==> src/rtl/sss_pkg.sv <==
// shared constants and types of the stepper step sequencer
package sss_pkg;
  // ----------------------------------------------------------------
  // angle index and current targets
  // ----------------------------------------------------------------
  localparam int IDX_W = 7;                      // 128 electrical positions
  localparam int PCT_W = 8;                      // signed percent target
  localparam int QTR_W = 5;                      // index bits inside one quadrant
  localparam logic [4:0] DIAG_K = 5'h10;         // diagonal position in a quadrant
  localparam logic [5:0] QTR_SPAN = 6'h20;       // positions per quadrant
  localparam logic signed [7:0] PCT_FULL = 8'sh64; // 100 percent
  localparam logic [6:0] INIT_FINE = 7'h00;      // start index, fine modes
  localparam logic [6:0] INIT_FULL = 7'h10;      // start index, full step
  localparam int SYNC_W = 7;                     // pins through the synchroniser

  // ----------------------------------------------------------------
  // step resolution
  // ----------------------------------------------------------------
  typedef enum logic [2:0] {
    SSS_FULL, SSS_HALF_A, SSS_HALF_B, SSS_QUARTER, SSS_EIGHTH, SSS_SIXTEENTH, SSS_THIRTYSECOND
  } sss_mode_t;

  // ----------------------------------------------------------------
  // apb register map
  // ----------------------------------------------------------------
  localparam logic [7:0] OFS_CTRL = 8'h00;       // bit0 write 1 = return to start position
  localparam logic [7:0] OFS_STATUS = 8'h04;     // index, mode, enable, awake
  localparam logic [7:0] OFS_TARGET = 8'h08;     // phase a and b targets
  localparam int CTRL_HOME_BIT = 0;
  localparam int ST_MODE_LSB = 8;
  localparam int ST_EN_BIT = 12;
  localparam int ST_AWAKE_BIT = 13;
  localparam int TG_B_LSB = 8;
endpackage : sss_pkg

==> src/rtl/sss_top.sv <==
// step and direction sequencer with phase current targets and apb status
// Summary of operation
// rising step edge advances index, updates targets
// falling step edge changes nothing
// enable high drives bridges, regulates current
// enable low turns bridges off, high impedance
// direction high forward, low reverse
// select 000 gives full step
// select 001 gives half step (a)
// select 010 gives half step (b)
// select 011 gives quarter step
// select 100 gives eighth step
// select 101 gives sixteenth step
// select bits 0,1 high give thirty-second step
// fine mode follows cosine/sine percent table
// coarser modes use subsets of table
// half (a) and full use 100 diagonals
// sleep low stops pump and regulator
// index wraps modulo 128, up or down
// start index after reset or sleep exit
//
// Added by the designer: the APB slave port and the address map.
`timescale 1ns/1ps
module sss_top (
  input wire logic clk,
  input wire logic rst,
  input wire logic step,
  input wire logic rotation_direction,
  input wire logic output_enable,
  input wire logic sleep_n,
  input wire logic resolution_select_0,
  input wire logic resolution_select_1,
  input wire logic resolution_select_2,
  input wire logic psel,
  input wire logic penable,
  input wire logic pwrite,
  input wire logic [7:0] paddr,
  input wire logic [31:0] pwdata,
  output logic [31:0] prdata,
  output logic pready,
  output logic pslverr,
  output logic [sss_pkg::IDX_W-1:0] angle_index,
  output logic signed [sss_pkg::PCT_W-1:0] phase_a_target,
  output logic signed [sss_pkg::PCT_W-1:0] phase_b_target,
  output logic bridge_on,
  output logic output_hiz,
  output logic charge_pump_on,
  output logic regulator_on
);
  // ----------------------------------------------------------------
  // helpers
  // ----------------------------------------------------------------
  // resolution select pins to mode
  function automatic sss_pkg::sss_mode_t decode_mode(input logic [2:0] sel);
    unique case (sel)
      3'b000: decode_mode = sss_pkg::SSS_FULL;
      3'b100: decode_mode = sss_pkg::SSS_HALF_A;
      3'b010: decode_mode = sss_pkg::SSS_HALF_B;
      3'b110: decode_mode = sss_pkg::SSS_QUARTER;
      3'b001: decode_mode = sss_pkg::SSS_EIGHTH;
      3'b101: decode_mode = sss_pkg::SSS_SIXTEENTH;
      default: decode_mode = sss_pkg::SSS_THIRTYSECOND;
    endcase
  endfunction : decode_mode

  // index distance of one step; coarse modes walk a subset of the table
  function automatic logic [sss_pkg::IDX_W-1:0] step_size(input sss_pkg::sss_mode_t m);
    unique case (m)
      sss_pkg::SSS_FULL: step_size = 7'h20;
      sss_pkg::SSS_HALF_A, sss_pkg::SSS_HALF_B: step_size = 7'h10;
      sss_pkg::SSS_QUARTER: step_size = 7'h08;
      sss_pkg::SSS_EIGHTH: step_size = 7'h04;
      sss_pkg::SSS_SIXTEENTH: step_size = 7'h02;
      sss_pkg::SSS_THIRTYSECOND: step_size = 7'h01;
    endcase
  endfunction : step_size

  // ----------------------------------------------------------------
  // pin synchronisation
  // ----------------------------------------------------------------
  logic [sss_pkg::SYNC_W-1:0] pins_s; // synchronised pins
  logic step_s, dir_s, en_s, awake_s; // named views of the pins
  logic [2:0] sel_s; // bit i = resolution_select_i

  sss_sync #(.W(sss_pkg::SYNC_W)) u_sync (
    .clk(clk),
    .rst(rst),
    .async_in({resolution_select_2, resolution_select_1, resolution_select_0, sleep_n, output_enable,
               rotation_direction, step}),
    .sync_out(pins_s)
  );

  assign step_s = pins_s[0];
  assign dir_s = pins_s[1];
  assign en_s = pins_s[2];
  assign awake_s = pins_s[3];
  assign sel_s = {pins_s[6], pins_s[5], pins_s[4]};

  // ----------------------------------------------------------------
  // edge detect and mode
  // ----------------------------------------------------------------
  logic step_d_reg; // previous synchronised step level
  sss_pkg::sss_mode_t mode_reg; // decoded resolution
  logic step_rise; // rising step edge only

  // delayed step level; a falling edge yields nothing
  always_ff @(posedge clk or posedge rst) begin
    if (rst) begin
      step_d_reg <= 1'b0;
    end else begin
      step_d_reg <= step_s;
    end
  end

  assign step_rise = step_s & ~step_d_reg;

  // mode follows the pins every cycle
  always_ff @(posedge clk or posedge rst) begin
    if (rst) begin
      mode_reg <= sss_pkg::SSS_FULL;
    end else begin
      mode_reg <= decode_mode(sel_s);
    end
  end

  // ----------------------------------------------------------------
  // angle index
  // ----------------------------------------------------------------
  logic home_pend_reg; // start position still to be loaded
  logic home_req; // software asks for start position
  logic load_home; // start position loaded this cycle
  logic run; // steps accepted this cycle
  logic [sss_pkg::IDX_W-1:0] index_next;

  assign load_home = home_pend_reg & awake_s;
  assign run = step_rise & en_s & awake_s & ~home_pend_reg; // disabled or asleep ignores steps

  // pending flag: set by reset, sleep and software, cleared once loaded
  always_ff @(posedge clk or posedge rst) begin
    if (rst) begin
      home_pend_reg <= 1'b1;
    end else if (!awake_s || home_req) begin
      home_pend_reg <= 1'b1;
    end else if (load_home) begin
      home_pend_reg <= 1'b0;
    end
  end

  // next index; wraps naturally in seven bits
  // start index decodes the pins directly: mode_reg still lags them on the first load after reset
  always_comb begin
    if (load_home) begin
      index_next = (decode_mode(sel_s) == sss_pkg::SSS_FULL) ? sss_pkg::INIT_FULL : sss_pkg::INIT_FINE;
    end else if (run && dir_s) begin
      index_next = angle_index + step_size(mode_reg);
    end else if (run) begin
      index_next = angle_index - step_size(mode_reg);
    end else begin
      index_next = angle_index;
    end
  end

  // index register is an output straight from a flop
  always_ff @(posedge clk or posedge rst) begin
    if (rst) begin
      angle_index <= sss_pkg::INIT_FINE;
    end else begin
      angle_index <= index_next;
    end
  end

  // ----------------------------------------------------------------
  // current targets, one cycle after the index
  // ----------------------------------------------------------------
  logic signed [sss_pkg::PCT_W-1:0] tab_a, tab_b;

  sss_phase_table u_table (
    .angle_index(angle_index),
    .mode(mode_reg),
    .phase_a(tab_a),
    .phase_b(tab_b)
  );

  // registered targets keep the outputs glitch free
  always_ff @(posedge clk or posedge rst) begin
    if (rst) begin
      phase_a_target <= sss_pkg::PCT_FULL;
      phase_b_target <= '0;
    end else begin
      phase_a_target <= tab_a;
      phase_b_target <= tab_b;
    end
  end

  // ----------------------------------------------------------------
  // bridge and supply control
  // ----------------------------------------------------------------
  // reset leaves every transistor off until the pins are seen
  always_ff @(posedge clk or posedge rst) begin
    if (rst) begin
      bridge_on <= 1'b0;
      output_hiz <= 1'b1;
      charge_pump_on <= 1'b0;
      regulator_on <= 1'b0;
    end else begin
      bridge_on <= en_s & awake_s;
      output_hiz <= ~(en_s & awake_s);
      charge_pump_on <= awake_s;
      regulator_on <= awake_s;
    end
  end

  // ----------------------------------------------------------------
  // apb slave: zero wait, one access cycle
  // ----------------------------------------------------------------
  logic apb_setup; // setup phase seen
  logic apb_wr; // write completes this edge
  logic map_hit; // address is mapped

  assign apb_setup = psel & ~penable;
  assign apb_wr = psel & penable & pready & pwrite;
  assign map_hit = paddr == sss_pkg::OFS_CTRL || paddr == sss_pkg::OFS_STATUS || paddr == sss_pkg::OFS_TARGET;
  assign home_req = apb_wr && paddr == sss_pkg::OFS_CTRL && pwdata[sss_pkg::CTRL_HOME_BIT];

  // answer prepared in the setup cycle, shown in the access cycle
  always_ff @(posedge clk or posedge rst) begin
    if (rst) begin
      pready <= 1'b0;
      pslverr <= 1'b0;
      prdata <= '0;
    end else begin
      pready <= apb_setup;
      pslverr <= apb_setup & ~map_hit;
      prdata <= '0;
      if (apb_setup && !pwrite && paddr == sss_pkg::OFS_STATUS) begin
        prdata[sss_pkg::IDX_W-1:0] <= angle_index;
        prdata[sss_pkg::ST_MODE_LSB +: 3] <= mode_reg;
        prdata[sss_pkg::ST_EN_BIT] <= en_s;
        prdata[sss_pkg::ST_AWAKE_BIT] <= awake_s;
      end else if (apb_setup && !pwrite && paddr == sss_pkg::OFS_TARGET) begin
        prdata[sss_pkg::PCT_W-1:0] <= phase_a_target;
        prdata[sss_pkg::TG_B_LSB +: sss_pkg::PCT_W] <= phase_b_target;
      end
    end
  end
endmodule : sss_top

==> src/rtl/sss_sync.sv <==
// two-flop synchroniser for asynchronous pins
`timescale 1ns/1ps
module sss_sync #(
  parameter int W = 1
) (
  input wire logic clk,
  input wire logic rst,
  input wire logic [W-1:0] async_in,
  output logic [W-1:0] sync_out
);
  // ----------------------------------------------------------------
  // two stages; the first stage feeds only the second
  // ----------------------------------------------------------------
  logic [W-1:0] meta_reg; // may go metastable, never read by logic

  // both stages clear on reset
  always_ff @(posedge clk or posedge rst) begin
    if (rst) begin
      meta_reg <= '0;
      sync_out <= '0;
    end else begin
      meta_reg <= async_in;
      sync_out <= meta_reg;
    end
  end
endmodule : sss_sync

==> src/rtl/sss_phase_table.sv <==
// cosine/sine lookup from angle index to phase current targets
`timescale 1ns/1ps
module sss_phase_table (
  input wire logic [sss_pkg::IDX_W-1:0] angle_index,
  input wire sss_pkg::sss_mode_t mode,
  output logic signed [sss_pkg::PCT_W-1:0] phase_a,
  output logic signed [sss_pkg::PCT_W-1:0] phase_b
);
  // ----------------------------------------------------------------
  // first quadrant of the sine in percent, positions 0..32
  // ----------------------------------------------------------------
  localparam logic [6:0] SINE [0:32] = '{
    7'h00, 7'h05, 7'h0A, 7'h0F, 7'h14, 7'h18, 7'h1D, 7'h22, 7'h26, 7'h2B, 7'h2F,
    7'h33, 7'h38, 7'h3C, 7'h3F, 7'h43, 7'h47, 7'h4A, 7'h4D, 7'h50, 7'h53, 7'h56,
    7'h58, 7'h5A, 7'h5C, 7'h5E, 7'h60, 7'h61, 7'h62, 7'h63, 7'h64, 7'h64, 7'h64
  };

  // ----------------------------------------------------------------
  // quadrant folding and diagonal override
  // ----------------------------------------------------------------
  logic [4:0] k;          // position inside the quadrant
  logic [5:0] kc;         // complementary position
  logic [7:0] mag_s;      // sine magnitude
  logic [7:0] mag_c;      // cosine magnitude
  logic force_full;       // half (a) and full push diagonals to 100

  always_comb begin
    k = angle_index[sss_pkg::QTR_W-1:0];
    kc = sss_pkg::QTR_SPAN - {1'b0, k};
    force_full = (mode == sss_pkg::SSS_HALF_A || mode == sss_pkg::SSS_FULL) && k == sss_pkg::DIAG_K;
    mag_s = force_full ? sss_pkg::PCT_FULL : {1'b0, SINE[k]};
    mag_c = force_full ? sss_pkg::PCT_FULL : {1'b0, SINE[kc]};
    // sign per quadrant, counting counter-clockwise from phase a positive
    unique case (angle_index[sss_pkg::IDX_W-1:sss_pkg::QTR_W])
      2'b00: begin
        phase_a = $signed(mag_c);
        phase_b = $signed(mag_s);
      end
      2'b01: begin
        phase_a = -$signed(mag_s);
        phase_b = $signed(mag_c);
      end
      2'b10: begin
        phase_a = -$signed(mag_c);
        phase_b = -$signed(mag_s);
      end
      2'b11: begin
        phase_a = $signed(mag_s);
        phase_b = -$signed(mag_c);
      end
    endcase
  end
endmodule : sss_phase_table

==> config.mk <==
export PLATFORM = sky130hd
export DESIGN_NAME = sss_top
export DESIGN_NICKNAME = d
export VERILOG_FILES = /design/src/rtl/sss_pkg.sv /design/src/rtl/sss_top.sv /design/src/rtl/sss_sync.sv /design/src/rtl/sss_phase_table.sv
export SDC_FILE = /design/constraint.sdc
export NUM_CORES = 1
export LEC_CHECK = 0
export BUFFER_PORTS_ARGS = -buffer_cell sky130_fd_sc_hd__buf_2
export CAP_MARGIN = 20
export CORE_MARGIN = 5
export CORE_UTILIZATION = 49
export CTS_CLUSTER_DIAMETER = 60
export DETAILED_ROUTE_END_ITERATION = 6
export MAX_ROUTING_LAYER = met4
export PLACE_DENSITY = 0.78
export SYNTH_ARGS = -nofsm -noshare
export SYNTH_HDL_FRONTEND = slang
export SYNTH_SLANG_ARGS = --single-unit
==> constraint.sdc <==
create_clock -name clk -period 3.5 [get_ports clk]
set_input_delay 0.175 -clock clk [delete_from_list [all_inputs] [get_ports clk]]
set_output_delay 0.175 -clock clk [all_outputs]
set_load 0.01 [all_outputs]
==> summary.txt, run 1 <==
Clock tree
  • CTS max path bufs: 2
  • Clk_lat worst skew: 340 ps
  • CTS tree: done
  • Root Driver: clkbuf_8
  • Clock slew at reported path FFs: ~60 ps
  • Htree depth: 3
  • Clock net sink count: 63
  • CTS buffer count: 9

Placement
  • Buffers on Ports: 65
  • Place WS: ~45 ps
  • Detail Placement HPWL: 7.92 mm
  • Routability Congestion: ~0.92
  • # placed instances: roughly 630

Yosys
  • Cell count after synthesis: about 460
  • Post-Syn Area: 0.00431 mm2
  • Synth warnings: 0
  • #FFs+latches synth: 63
  • Seq/Total Area, Yosys: a little under two fifths
  • Count of cell types in the netlist: 79
  • Synth Flop Type: dfrtp_1
  • Post-synth EDFFs: 0
  • Synth Area per Inst: around 9.4 um2
  • Async SR Flop Fraction: 100%

Timing
  • Min Tclk post-route: about 3300 ps
  • Final slew viol count: 0
  • RSZ-0062 raised after global routing: false
  • Fmax achieved: 302 MHz
  • Max Clock Skew: between 9 and 10 ps
  • Worst hold slack: between 60 and 70 ps
  • Final Hold Viols: 0
  • Fin Setup TNS: 0 ps
  • Final WS setup: 190 ps
  • Slew @ Worst Pin: a little under 900 ps
  • Final Setup Violations: 0
  • Tcrit/Tclk final: roughly 95%
  • Headroom to the max-slew limit: between 40% and 50%

Hold path
  • WHS Path Cells: 2
  • Hold WC Path Type: input port to register
  • Hold path start: paddr[3]
  • Hold endpoint: home_pend_reg

Outcome
  • Status: finished, final reports clean

Setup path
  • Crit path max fanout: 6
  • Worst path max stage delay: around 450 ps
  • Crit path DAT: about 3600 ps
  • Crit-path cells: inv_2 -> ha_2 -> nand2b_1 -> xnor2_2 -> buf_4 -> a21o_1 -> a32oi_2 -> nand2_1 -> nand2_1 -> ha_2 -> inv_1 -> or3_4 -> o21ai_2 -> o21ai_1 -> a211oi_1
  • Cell count of the worst reg-to-reg path: 15
  • Worst R2R End: phase_a_target[4]
  • Crit Path Category: register to register
  • Worst Path Required: roughly 3700 ps
  • Worst reg2reg startpoint: angle_index[2]
  • CP Launch Type: register
  • Worst reg-to-reg setup slack: ~190 ps
  • CP Capture Type: register
  • Crit path max-delay cell type: dfrtp_1

Floorplan
  • Initial core utilization: between 40 and 50%
  • Ports: 113
  • Die area: about 0.011 mm2
  • # rows: 34
  • Die Span X: roughly 100 um
  • Core area: 0.00864 mm2
  • DIE HEIGHT: about 100 um

Global route
  • Antenna violations before repair: 0
  • Vias in the first global route: roughly 3800
  • Grt total ovfl: 0
  • Total global-route track usage: slightly above 20%
  • First-pass GRT wire length: ~18 mm
  • Largest net degree at the start of global routing: 35

Final layout
  • Layout cells sized above 1: 27.3%
  • Largest regs: prdata: 16 flops, phase_a_target: 8 flops, phase_b_target: 8 flops
  • Ant diodes: 0
  • Synthesis-to-finish area growth: 18.3%
  • Max FFs per register: 16
  • Most flops, register: prdata
  • Final std cells w/o fill: between 600 and 700
  • Nets: roughly 610

Route
  • Via/cell ratio: about 6
  • DRC viols: 0
  • Average wire per standard cell: 16.7 um
  • WL final: ~11 mm
  • Initial detailed-routing violation count: between 300 and 400
  • DRT Pass-1 Iters: 5
  • Post-DRT Antenna Nets: 0
  • Via Count: between 3000 and 4000

Power and ir drop
  • Static Leak: between 2 and 2.5 nW
  • VDD IR max: 202 uV
  • PD cells: 417 mW/mm2

Flow run
  • Max-Cap Viols: 0
layout make-up:
| type | instances | area, um2 |
|---|---|---|
| Sequential cell | 63 | 1590 |
| Clock inverter | 4 | 22.5 |
| Multi-Input combinational cell | 342 | 2510 |
| Clock buffer | 12 | 145 |
| Inverter | 20 | 75.1 |
| Fill cell | 755 | 3540 |
| Tap cell | 108 | 135 |
| Timing Repair Buffer | 102 | 623 |
report_power, final:
group          internal [W]  total, W  leakage (nW)  switching, W
Sequential         0.000795  0.000841         0.805     0.0000467
Clock              0.000273  0.000539        0.0861      0.000266
Combinational      0.000313  0.000745          1.53      0.000432
Total               0.00138   0.00213          2.42      0.000745
critical path, delay by kind of cell (launching register included):
family	cells	cell delay, ps
compound gates	5	910
simple gates	4	770
fa+ha+maj	2	470
flops	1	450
buf+inv	3	400
xor+xnor	1	210
timing repair:
item / 4_1_cts / 5_1_grt
gates resized for setup: 1 / 13
pin swaps: 0 / 1
hold buffers: 8 / 0
setup buffers: 0 / 1
hold endpoints to repair: 34 / 0
setup endpoints to repair: 1 / 6
layout by cell type (no fill, tap or decap), types with 6 or more instances in the layout:
cell type,instances
xnor2_1,10
conb_1,16
dfrtp_1,56
buf_2,65
buf_4,29
mux2i_1,11
nor2_1,28
nor3_1,10
nand2_1,51
nand2b_1,6
a21oi_1,16
o21ai_0,15
inv_1,15
ha_1,19
a22o_1,15
nand3_1,9
clkbuf_8,10
and2_1,9
dlygate4sd3_1,8
nor4_1,8
synth_stat cells (all sizes together), types with 3 or more instances:
cell,count,share of area [%]
dfstp,5,3.0
o211a,3,0.70
o22ai,4,0.58
clkbuf,20,1.7
nor2,29,2.7
a22o,15,3.0
nor3,10,1.2
a311oi,4,0.81
o21ai,19,2.3
xnor2,12,2.4
mux4,5,2.6
nand3,9,1.0
nand2b,6,0.87
a21oi,16,1.9
and2,9,1.3
o311a,3,0.70
nor4,10,1.6
o31ai,4,0.70
a31oi,5,0.73
and3,5,0.73
nand2,51,4.4
dfrtp,58,34
mux2i,11,2.6
or3,5,0.84
inv,19,1.7
nand3b,3,0.52
nor2b,4,0.58
buf,28,4.5
a21o,5,0.87
a211oi,5,0.87
a221oi,4,1.4
ha,23,6.7
cell families (layout without fill, tap and decap cells):
family	after synthesis	count (layout)	share of synthesized area, %
AND/OR/NAND/NOR	156	156	19.3
AO/OA/AOI/OAI	113	113	19.8
buffers and inverters	68	138	7.99
flip-flops	63	63	36.7
adder cells (fa/ha/maj)	25	25	7.38
multiplexers	17	17	5.43
XOR/XNOR	15	15	3.37
other	1	16	0.0870
worst max path at each step:
stage | from | to | slack, ps | cells past startpoint
floorplan | angle_index[0] | phase_b_target[6] | 10 | 18
CTS | angle_index[2] | phase_a_target[6] | 80 | 14
detailed placement | angle_index[2] | phase_b_target[6] | 40 | 14
global route | angle_index[2] | phase_a_target[6] | 0.04 | 15
finish | angle_index[2] | phase_a_target[4] | 190 | 15
global placement | angle_index[2] | phase_b_target[6] | 170 | 14
layer usage:
metal  share of wire (%)  global-route usage, %  vias up
met5                   0                      -        -
li1                    -                      -     1802
met2                  49                   34.2      175
met1                  41                   24.8     1846
met4                 2.1                   8.23        0
met3                 7.2                   4.54       20
per-stage QoR:
stage / utilization (%) / cell area, um2 / power, W
floorplan: - / 4390 / 0.00137
finish: 59.0 / 5090 / 0.00213
detailed placement: 55.4 / 4790 / 0.00156
global route: 59.0 / 5090 / 0.00225
CTS: 58.3 / 5040 / 0.00211
global placement: 55.4 / 4790 / 0.00153
No activity file was read; power rests on OpenSTA's default activity.
==> run 2: changes to the inputs <==
--- a/config.mk
+++ b/config.mk
@@ -5,14 +5,15 @@
 export SDC_FILE = /design/constraint.sdc
 export NUM_CORES = 1
 export LEC_CHECK = 0
+export ABC_AREA = 1
 export BUFFER_PORTS_ARGS = -buffer_cell sky130_fd_sc_hd__buf_2
 export CAP_MARGIN = 20
 export CORE_MARGIN = 5
-export CORE_UTILIZATION = 49
+export CORE_UTILIZATION = 48
 export CTS_CLUSTER_DIAMETER = 60
 export DETAILED_ROUTE_END_ITERATION = 6
 export MAX_ROUTING_LAYER = met4
-export PLACE_DENSITY = 0.78
+export PLACE_DENSITY = 0.77
 export SYNTH_ARGS = -nofsm -noshare
 export SYNTH_HDL_FRONTEND = slang
 export SYNTH_SLANG_ARGS = --single-unit
==> constraint.sdc (replaced) <==
create_clock -name clk -period 2.85 [get_ports clk]
set_input_delay 0.1425 -clock clk [delete_from_list [all_inputs] [get_ports clk]]
set_output_delay 0.1425 -clock clk [all_outputs]
set_load 0.01 [all_outputs]
==> run 2 against run 1 <==
Synthesized cell count increased by 17%. Register-to-register slack worse by 90 ps. Final cell count grew 13%. Critical path type unchanged.
==> summary.txt, run 2 <==
Route
  • Via Count: 3954
  • WL final: about 11 mm
  • DRC viols: 0
  • DRT Pass-1 Iters: 5
  • Post-DRT Antenna Nets: 0
  • Via/cell ratio: 5.36
  • Average wire per standard cell: around 15 um
  • Initial detailed-routing violation count: about 360

Final layout
  • Max FFs per register: 16
  • Synthesis-to-finish area growth: 19.1%
  • Commonest non-fill, non-tap cell in the layout: nand2_1
  • Nets: around 700
  • Fill cells: around 700
  • Layout cells sized above 1: 23.7%
  • FF+latch area: between 0.0015 and 0.002 mm2
  • Multi-input gate area: roughly 0.0021 mm2
  • Utilization of the core after routing: between 50% and 60%
  • Most flops, register: prdata
  • Design area: slightly below 0.005 mm2
  • Commonest cells after routing, fill and taps aside: nand2_1 (126), buf_2 (65), inv_1 (60), nand3_1 (60), dfrtp_1 (55)
  • Ant diodes: 0
  • Largest regs: prdata: 16 flops, phase_a_target: 8 flops, phase_b_target: 8 flops

Yosys
  • Async SR Flop Fraction: 100%
  • Post-synth top area cell: dfrtp_1
  • Post-synth EDFFs: 0
  • Synth Flop Type: dfrtp_1
  • Post-synth top cells: nand2_1 (126), inv_1 (62), nand3_1 (62)
  • Synth warnings: 0
  • Top post-synthesis cells by area: dfrtp_1 (35%), nand2_1 (12%), nand3_1 (7.6%)
  • Synth top area share: 35.5%
  • Seq/Total Area, Yosys: just under 40%
  • Top-count cell post-synth: nand2_1
  • #FFs+latches synth: 63
  • Synth Area per Inst: 7.63 um2
  • Post-Syn Area: roughly 0.004 mm2
  • Cell count after synthesis: around 540
  • Count of cell types in the netlist: 42

Placement
  • Post-DP Area: 0.00453 mm2
  • Detail Placement HPWL: approximately 8.4 mm
  • Routability Congestion: between 0.9 and 1
  • Place WS: -46.7 ps
  • Buffers on Ports: 65

Timing
  • Final slew viol count: 0
  • Min Tclk post-route: around 2700 ps
  • RSZ-0062 raised after global routing: true
  • Fmax achieved: 364 MHz
  • Tcrit/Tclk final: 96.5%
  • Headroom to the max-slew limit: 48.6%
  • Final Hold Viols: 0
  • Slew @ Worst Pin: roughly 770 ps
  • Max Clock Skew: ~6.3 ps
  • Final WS setup: around 100 ps
  • Worst hold slack: between 50 and 60 ps
  • Final Setup Violations: 0

Setup path
  • Cell count of the worst reg-to-reg path: 15
  • CP Launch Type: register
  • Crit Path Category: register to register
  • Crit path DAT: 2960 ps
  • Worst Path Required: between 3000 and 4000 ps
  • CP Capture Type: register
  • Crit path max fanout: 5

Global route
  • Antenna violations before repair: 0
  • First-pass GRT wire length: roughly 18 mm
  • Grt total ovfl: 0
  • Vias in the first global route: 3840
  • Total global-route track usage: 22.3%
  • Largest net degree at the start of global routing: 27

Clock tree
  • Clock slew at reported path FFs: 70 ps
  • Htree depth: 3
  • CTS tree: done
  • Root Driver: clkbuf_8
  • Clk_lat worst skew: between 300 and 400 ps
  • CTS buffer count: 9
  • Clock net sink count: 63
  • CTS max path bufs: 2

Power and ir drop
  • Overall power: roughly 0.003 W
  • PD cells: around 630 mW/mm2
  • Static Leak: about 2.6 nW
  • VDD IR max: roughly 350 uV

Floorplan
  • Die area: ~0.010 mm2
  • Ports: ~110
  • # rows: 33
  • Initial core utilization: approximately 50%
  • DIE HEIGHT: about 100 um
  • Core area: slightly above 0.008 mm2
  • Die Span X: 102 um

Outcome
  • Status: finished, final reports clean

Hold path
  • Hold WC Path Type: input port to register
  • WHS Path Cells: 3

Flow run
  • Max-Cap Viols: 0
[run 2: per-layer routing]
| layer | share of wire [%] | track usage, % | vias to the layer above |
|---|---|---|---|
| met5 | 0 | - | - |
| met4 | 2.0 | 7.77 | 0 |
| met3 | 7.8 | 3.96 | 21 |
| met2 | 49 | 37.0 | 193 |
| met1 | 41 | 27.5 | 1836 |
| li1 | - | - | 1904 |
[run 2: layout make-up]
type / count / share of cell area (%)
clock buffers: 9 / 2.54
clock inverters: 7 / 1.52
inverters: 70 / 5.39
multi-input cells: 387 / 43.4
flip-flops and latches: 63 / 32.6
well taps: 105 / 2.70
repair buffers: 96 / 11.9
[run 2: critical path, stage by stage, from the launching register on]
cell and delay (ps):
dfrtp_2 440, inv_2 90, nand2_1 80, nor2_2 160, inv_1 60, ha_2 190, or2_2 300, xor2_1 150
ha_1 360, nand3_2 110, nand3b_1 120, and2_4 170, o21ai_2 120, nand2_1 70, o21ai_1 140, o22ai_1 80
[run 2: cell families (layout without fill, tap and decap cells)]
logic type	after synthesis	count (layout)	synth area share, %
other cells	1	16	0.0917
flops	63	63	38.7
simple gates	275	275	31.8
fa+ha+maj	24	24	7.53
buf+inv	101	182	11.7
compound gates	67	67	9.09
xor+xnor	5	5	1.07
[run 2: repair_timing]
| action | in CTS | in global routing |
|---|---|---|
| setup endpoints to repair | 1 | 6 |
| hold buffers | 9 | 0 |
| gates resized for setup | 3 | 10 |
| hold endpoints to repair | 29 | 0 |
| pin swaps | 0 | 6 |
| buffers inserted | 0 | 3 |
| cloned | 0 | 0 |
[run 2: stage by stage]
step / cells / setup TNS (ps)
2_1_floorplan: 551 / 0
3_3_place_gp: 709 / 0
3_5_place_dp: 709 / -46.7
4_1_cts: 734 / 0
5_1_grt: 737 / -54.9
6_report: 737 / 0
[run 2: path summary, 6_finish.rpt]
| path | end | slack, ps | from |
|---|---|---|---|
| max | angle_index[5] | 100 | mode_reg[0] |
| min | pready | 60 | psel |
| max reg2reg | angle_index[5] | 100 | mode_reg[0] |
| min reg2reg | u_sync.sync_out[1] | 360 | u_sync.meta_reg[1] |
| max in group asynchronous | output_hiz | 1710 | rst |
| min in group asynchronous | phase_b_target[4] | 400 | rst |
[run 2: power by group]
part	total [W]	switching [W]	internal [W]
Sequential	0.00109	0.0000763	0.00102
Clock	0.000766	0.000362	0.000404
Combinational	0.00121	0.000789	0.000423
==> run 3: changes to the inputs <==
--- a/config.mk
+++ b/config.mk
@@ -8,12 +8,14 @@
 export ABC_AREA = 1
 export BUFFER_PORTS_ARGS = -buffer_cell sky130_fd_sc_hd__buf_2
 export CAP_MARGIN = 20
+export CORE_ASPECT_RATIO = 0.5
 export CORE_MARGIN = 5
 export CORE_UTILIZATION = 48
 export CTS_CLUSTER_DIAMETER = 60
 export DETAILED_ROUTE_END_ITERATION = 6
 export MAX_ROUTING_LAYER = met4
 export PLACE_DENSITY = 0.77
+export REMOVE_ABC_BUFFERS = 1
 export SYNTH_ARGS = -nofsm -noshare
 export SYNTH_HDL_FRONTEND = slang
 export SYNTH_SLANG_ARGS = --single-unit
==> run 3 against run 2 <==
Setup slack improved by 58 ps. Cell area rose by 2.2%. Non-clock buffer count fell by 2. Clock power rose by 54%. Final cell count rose by 0.68%. Highest routed layer unchanged.
==> summary.txt, run 3 (same netlist as run 2, synthesis figures left out) <==
Outcome
  • Status: finished, final reports clean

Final layout
  • Commonest cells after routing, fill and taps aside: nand2_1 (126), buf_2 (65), nand3_1 (62)
  • Max FFs per register: 16
  • Layout cells sized above 1: between 20% and 30%
  • Nets: roughly 700
  • Utilization of the core after routing: 61.1%
  • Synthesis-to-finish area growth: 21.7%
  • Most flops, register: prdata
  • Largest regs: prdata: 16 flops, phase_a_target: 8 flops, phase_b_target: 8 flops
  • Ant diodes: 0
  • Commonest non-fill, non-tap cell in the layout: nand2_1
  • Design area: 0.00498 mm2
  • Fill cells: just over 700

Route
  • Average wire per standard cell: roughly 14 um
  • WL final: approximately 11 mm
  • Via Count: around 3800
  • Initial detailed-routing violation count: ~410
  • Via/cell ratio: 5.19
  • Post-DRT Antenna Nets: 0
  • DRT Pass-1 Iters: 5
  • DRC viols: 0

Power and ir drop
  • Clk pwr share: between 30% and 40%
  • Static Leak: 2.65 nW
  • Overall power: between 0.003 and 0.004 W
  • Internal power: approximately 0.0022 W
  • Reg power frac: between 30% and 40%
  • Switching Share: 36.2%
  • PD cells: 696 mW/mm2
  • VDD IR max: 351 uV
  • Sw Pwr: 0.00126 W
  • Combinational share of power: 34.6%

Timing
  • Final Hold Viols: 0
  • Headroom to the max-slew limit: 47.6%
  • Min Tclk post-route: ~2700 ps
  • Final Setup Violations: 0
  • Fmax achieved: approximately 370 MHz
  • Tcrit/Tclk final: between 90% and 100%
  • Worst hold slack: ~48 ps
  • Slew @ Worst Pin: between 700 and 800 ps
  • Final slew viol count: 0
  • Max Clock Skew: 6.82 ps

Clock tree
  • Htree depth: 3
  • CTS buffer count: 9
  • Clk_lat worst skew: between 300 and 400 ps
  • Clock slew at reported path FFs: ~60 ps
  • Root Driver: clkbuf_16
  • CTS tree: done
  • CTS max path bufs: 2
  • Clock net sink count: between 60 and 70

Placement
  • Post-DP Area: 0.00453 mm2
  • Detail Placement HPWL: 7.67 mm
  • Buffers on Ports: 65
  • Routability Congestion: 0.974

Floorplan
  • # rows: 23
  • Die area: between 0.01 and 0.015 mm2
  • DIE HEIGHT: between 70 and 80 um
  • Die Span X: around 140 um
  • Core area: a little over 0.008 mm2
  • Ports: about 110
  • Initial core utilization: around 50%

Setup path
  • Worst Path Required: a little over 3000 ps
  • Critical path origin: mode_reg[1]
  • CP Launch Type: register
  • Worst reg2reg startpoint: mode_reg[1]
  • Crit path DAT: between 2000 and 3000 ps
  • Crit Path Category: register to register
  • Crit path max fanout: 5
  • CP Capture Type: register

Global route
  • Largest net degree at the start of global routing: 43
  • First-pass GRT wire length: about 17 mm
  • Grt total ovfl: 0
  • Total global-route track usage: about a fifth
  • Vias in the first global route: around 3700
  • Antenna violations before repair: 0

Flow run
  • Max-Cap Viols: 0

Hold path
  • Hold WC Path Type: input port to register
  • Hold path start: psel
run 3: area by class of cell:
class,count,area (um2),area share [%]
clock inverter,7,104,2.09
inverter,70,263,5.28
multi-input combinational,387,2090,42.1
tap,112,140,2.82
sequential,63,1580,31.8
timing repair buffer,94,566,11.4
clock buffer,9,225,4.53
run 3: through the flow:
| stage | instances | setup TNS, ps | setup WS, ps |
|---|---|---|---|
| 2_1_floorplan | 520 | -303 | -116 |
| 3_3_place_gp | 715 | 0 | 81.1 |
| 3_5_place_dp | 715 | 0 | 76.6 |
| 4_1_cts | 740 | 0 | 68.1 |
| 5_1_grt | 742 | -7.25 | -7.25 |
| 6_report | 742 | 0 | 159 |
run 3: what timing repair did:
item,CTS,global route
hold buffers,9,0
pin swaps,0,2
hold endpoints to repair,66,0
setup buffers,0,2
gates resized for setup,2,6
setup endpoints to repair,1,3
run 3: path summary, 6_finish.rpt:
| check | endpoint | slack, ps | cells after the start |
|---|---|---|---|
| worst max-delay path | angle_index[5] | 160 | 14 |
| worst min-delay path | pready | 50 | 3 |
| worst max register to register | angle_index[5] | 160 | 14 |
| worst min register to register | u_sync.sync_out[3] | 340 | 0 |
| max in group asynchronous | phase_a_target[5] | 1990 | 4 |
| min in group asynchronous | mode_reg[1] | 400 | 4 |
run 3: critical path, stage by stage, from the launching register on:
cell      delay (ps)
dfrtp_1          420
nand2_1          110
nor2_2           140
inv_1             50
ha_1             210
or2_2            300
xor2_1           160
ha_1             360
nand3_1          120
nand3b_1          90
and2_1           170
o21ai_2          140
nand2_1           60
o21ai_1          130
o22ai_1           80
run 3: routing by layer:
| layer | GRT usage (%) | share of wire [%] | vias up | wire, um |
|---|---|---|---|---|
| met4 | 6.87 | 2.1 | 0 | 217 |
| met5 | - | 0 | - | 0 |
| li1 | - | - | 1897 | - |
| met2 | 32.8 | 44 | 160 | 4590 |
| met1 | 28.2 | 47 | 1768 | 4890 |
| met3 | 4.95 | 7.8 | 24 | 817 |
run 3: power groups by stage:
stage / logic (W) / clock network [W] / registers (W)
finish: 0.00120 / 0.00118 / 0.00109
floorplan: 0.000726 / 0 / 0.00115
global route: 0.00134 / 0.00126 / 0.00110
CTS: 0.00117 / 0.00120 / 0.00109
global placement: 0.00113 / 0 / 0.00110
detailed placement: 0.00115 / 0 / 0.00110
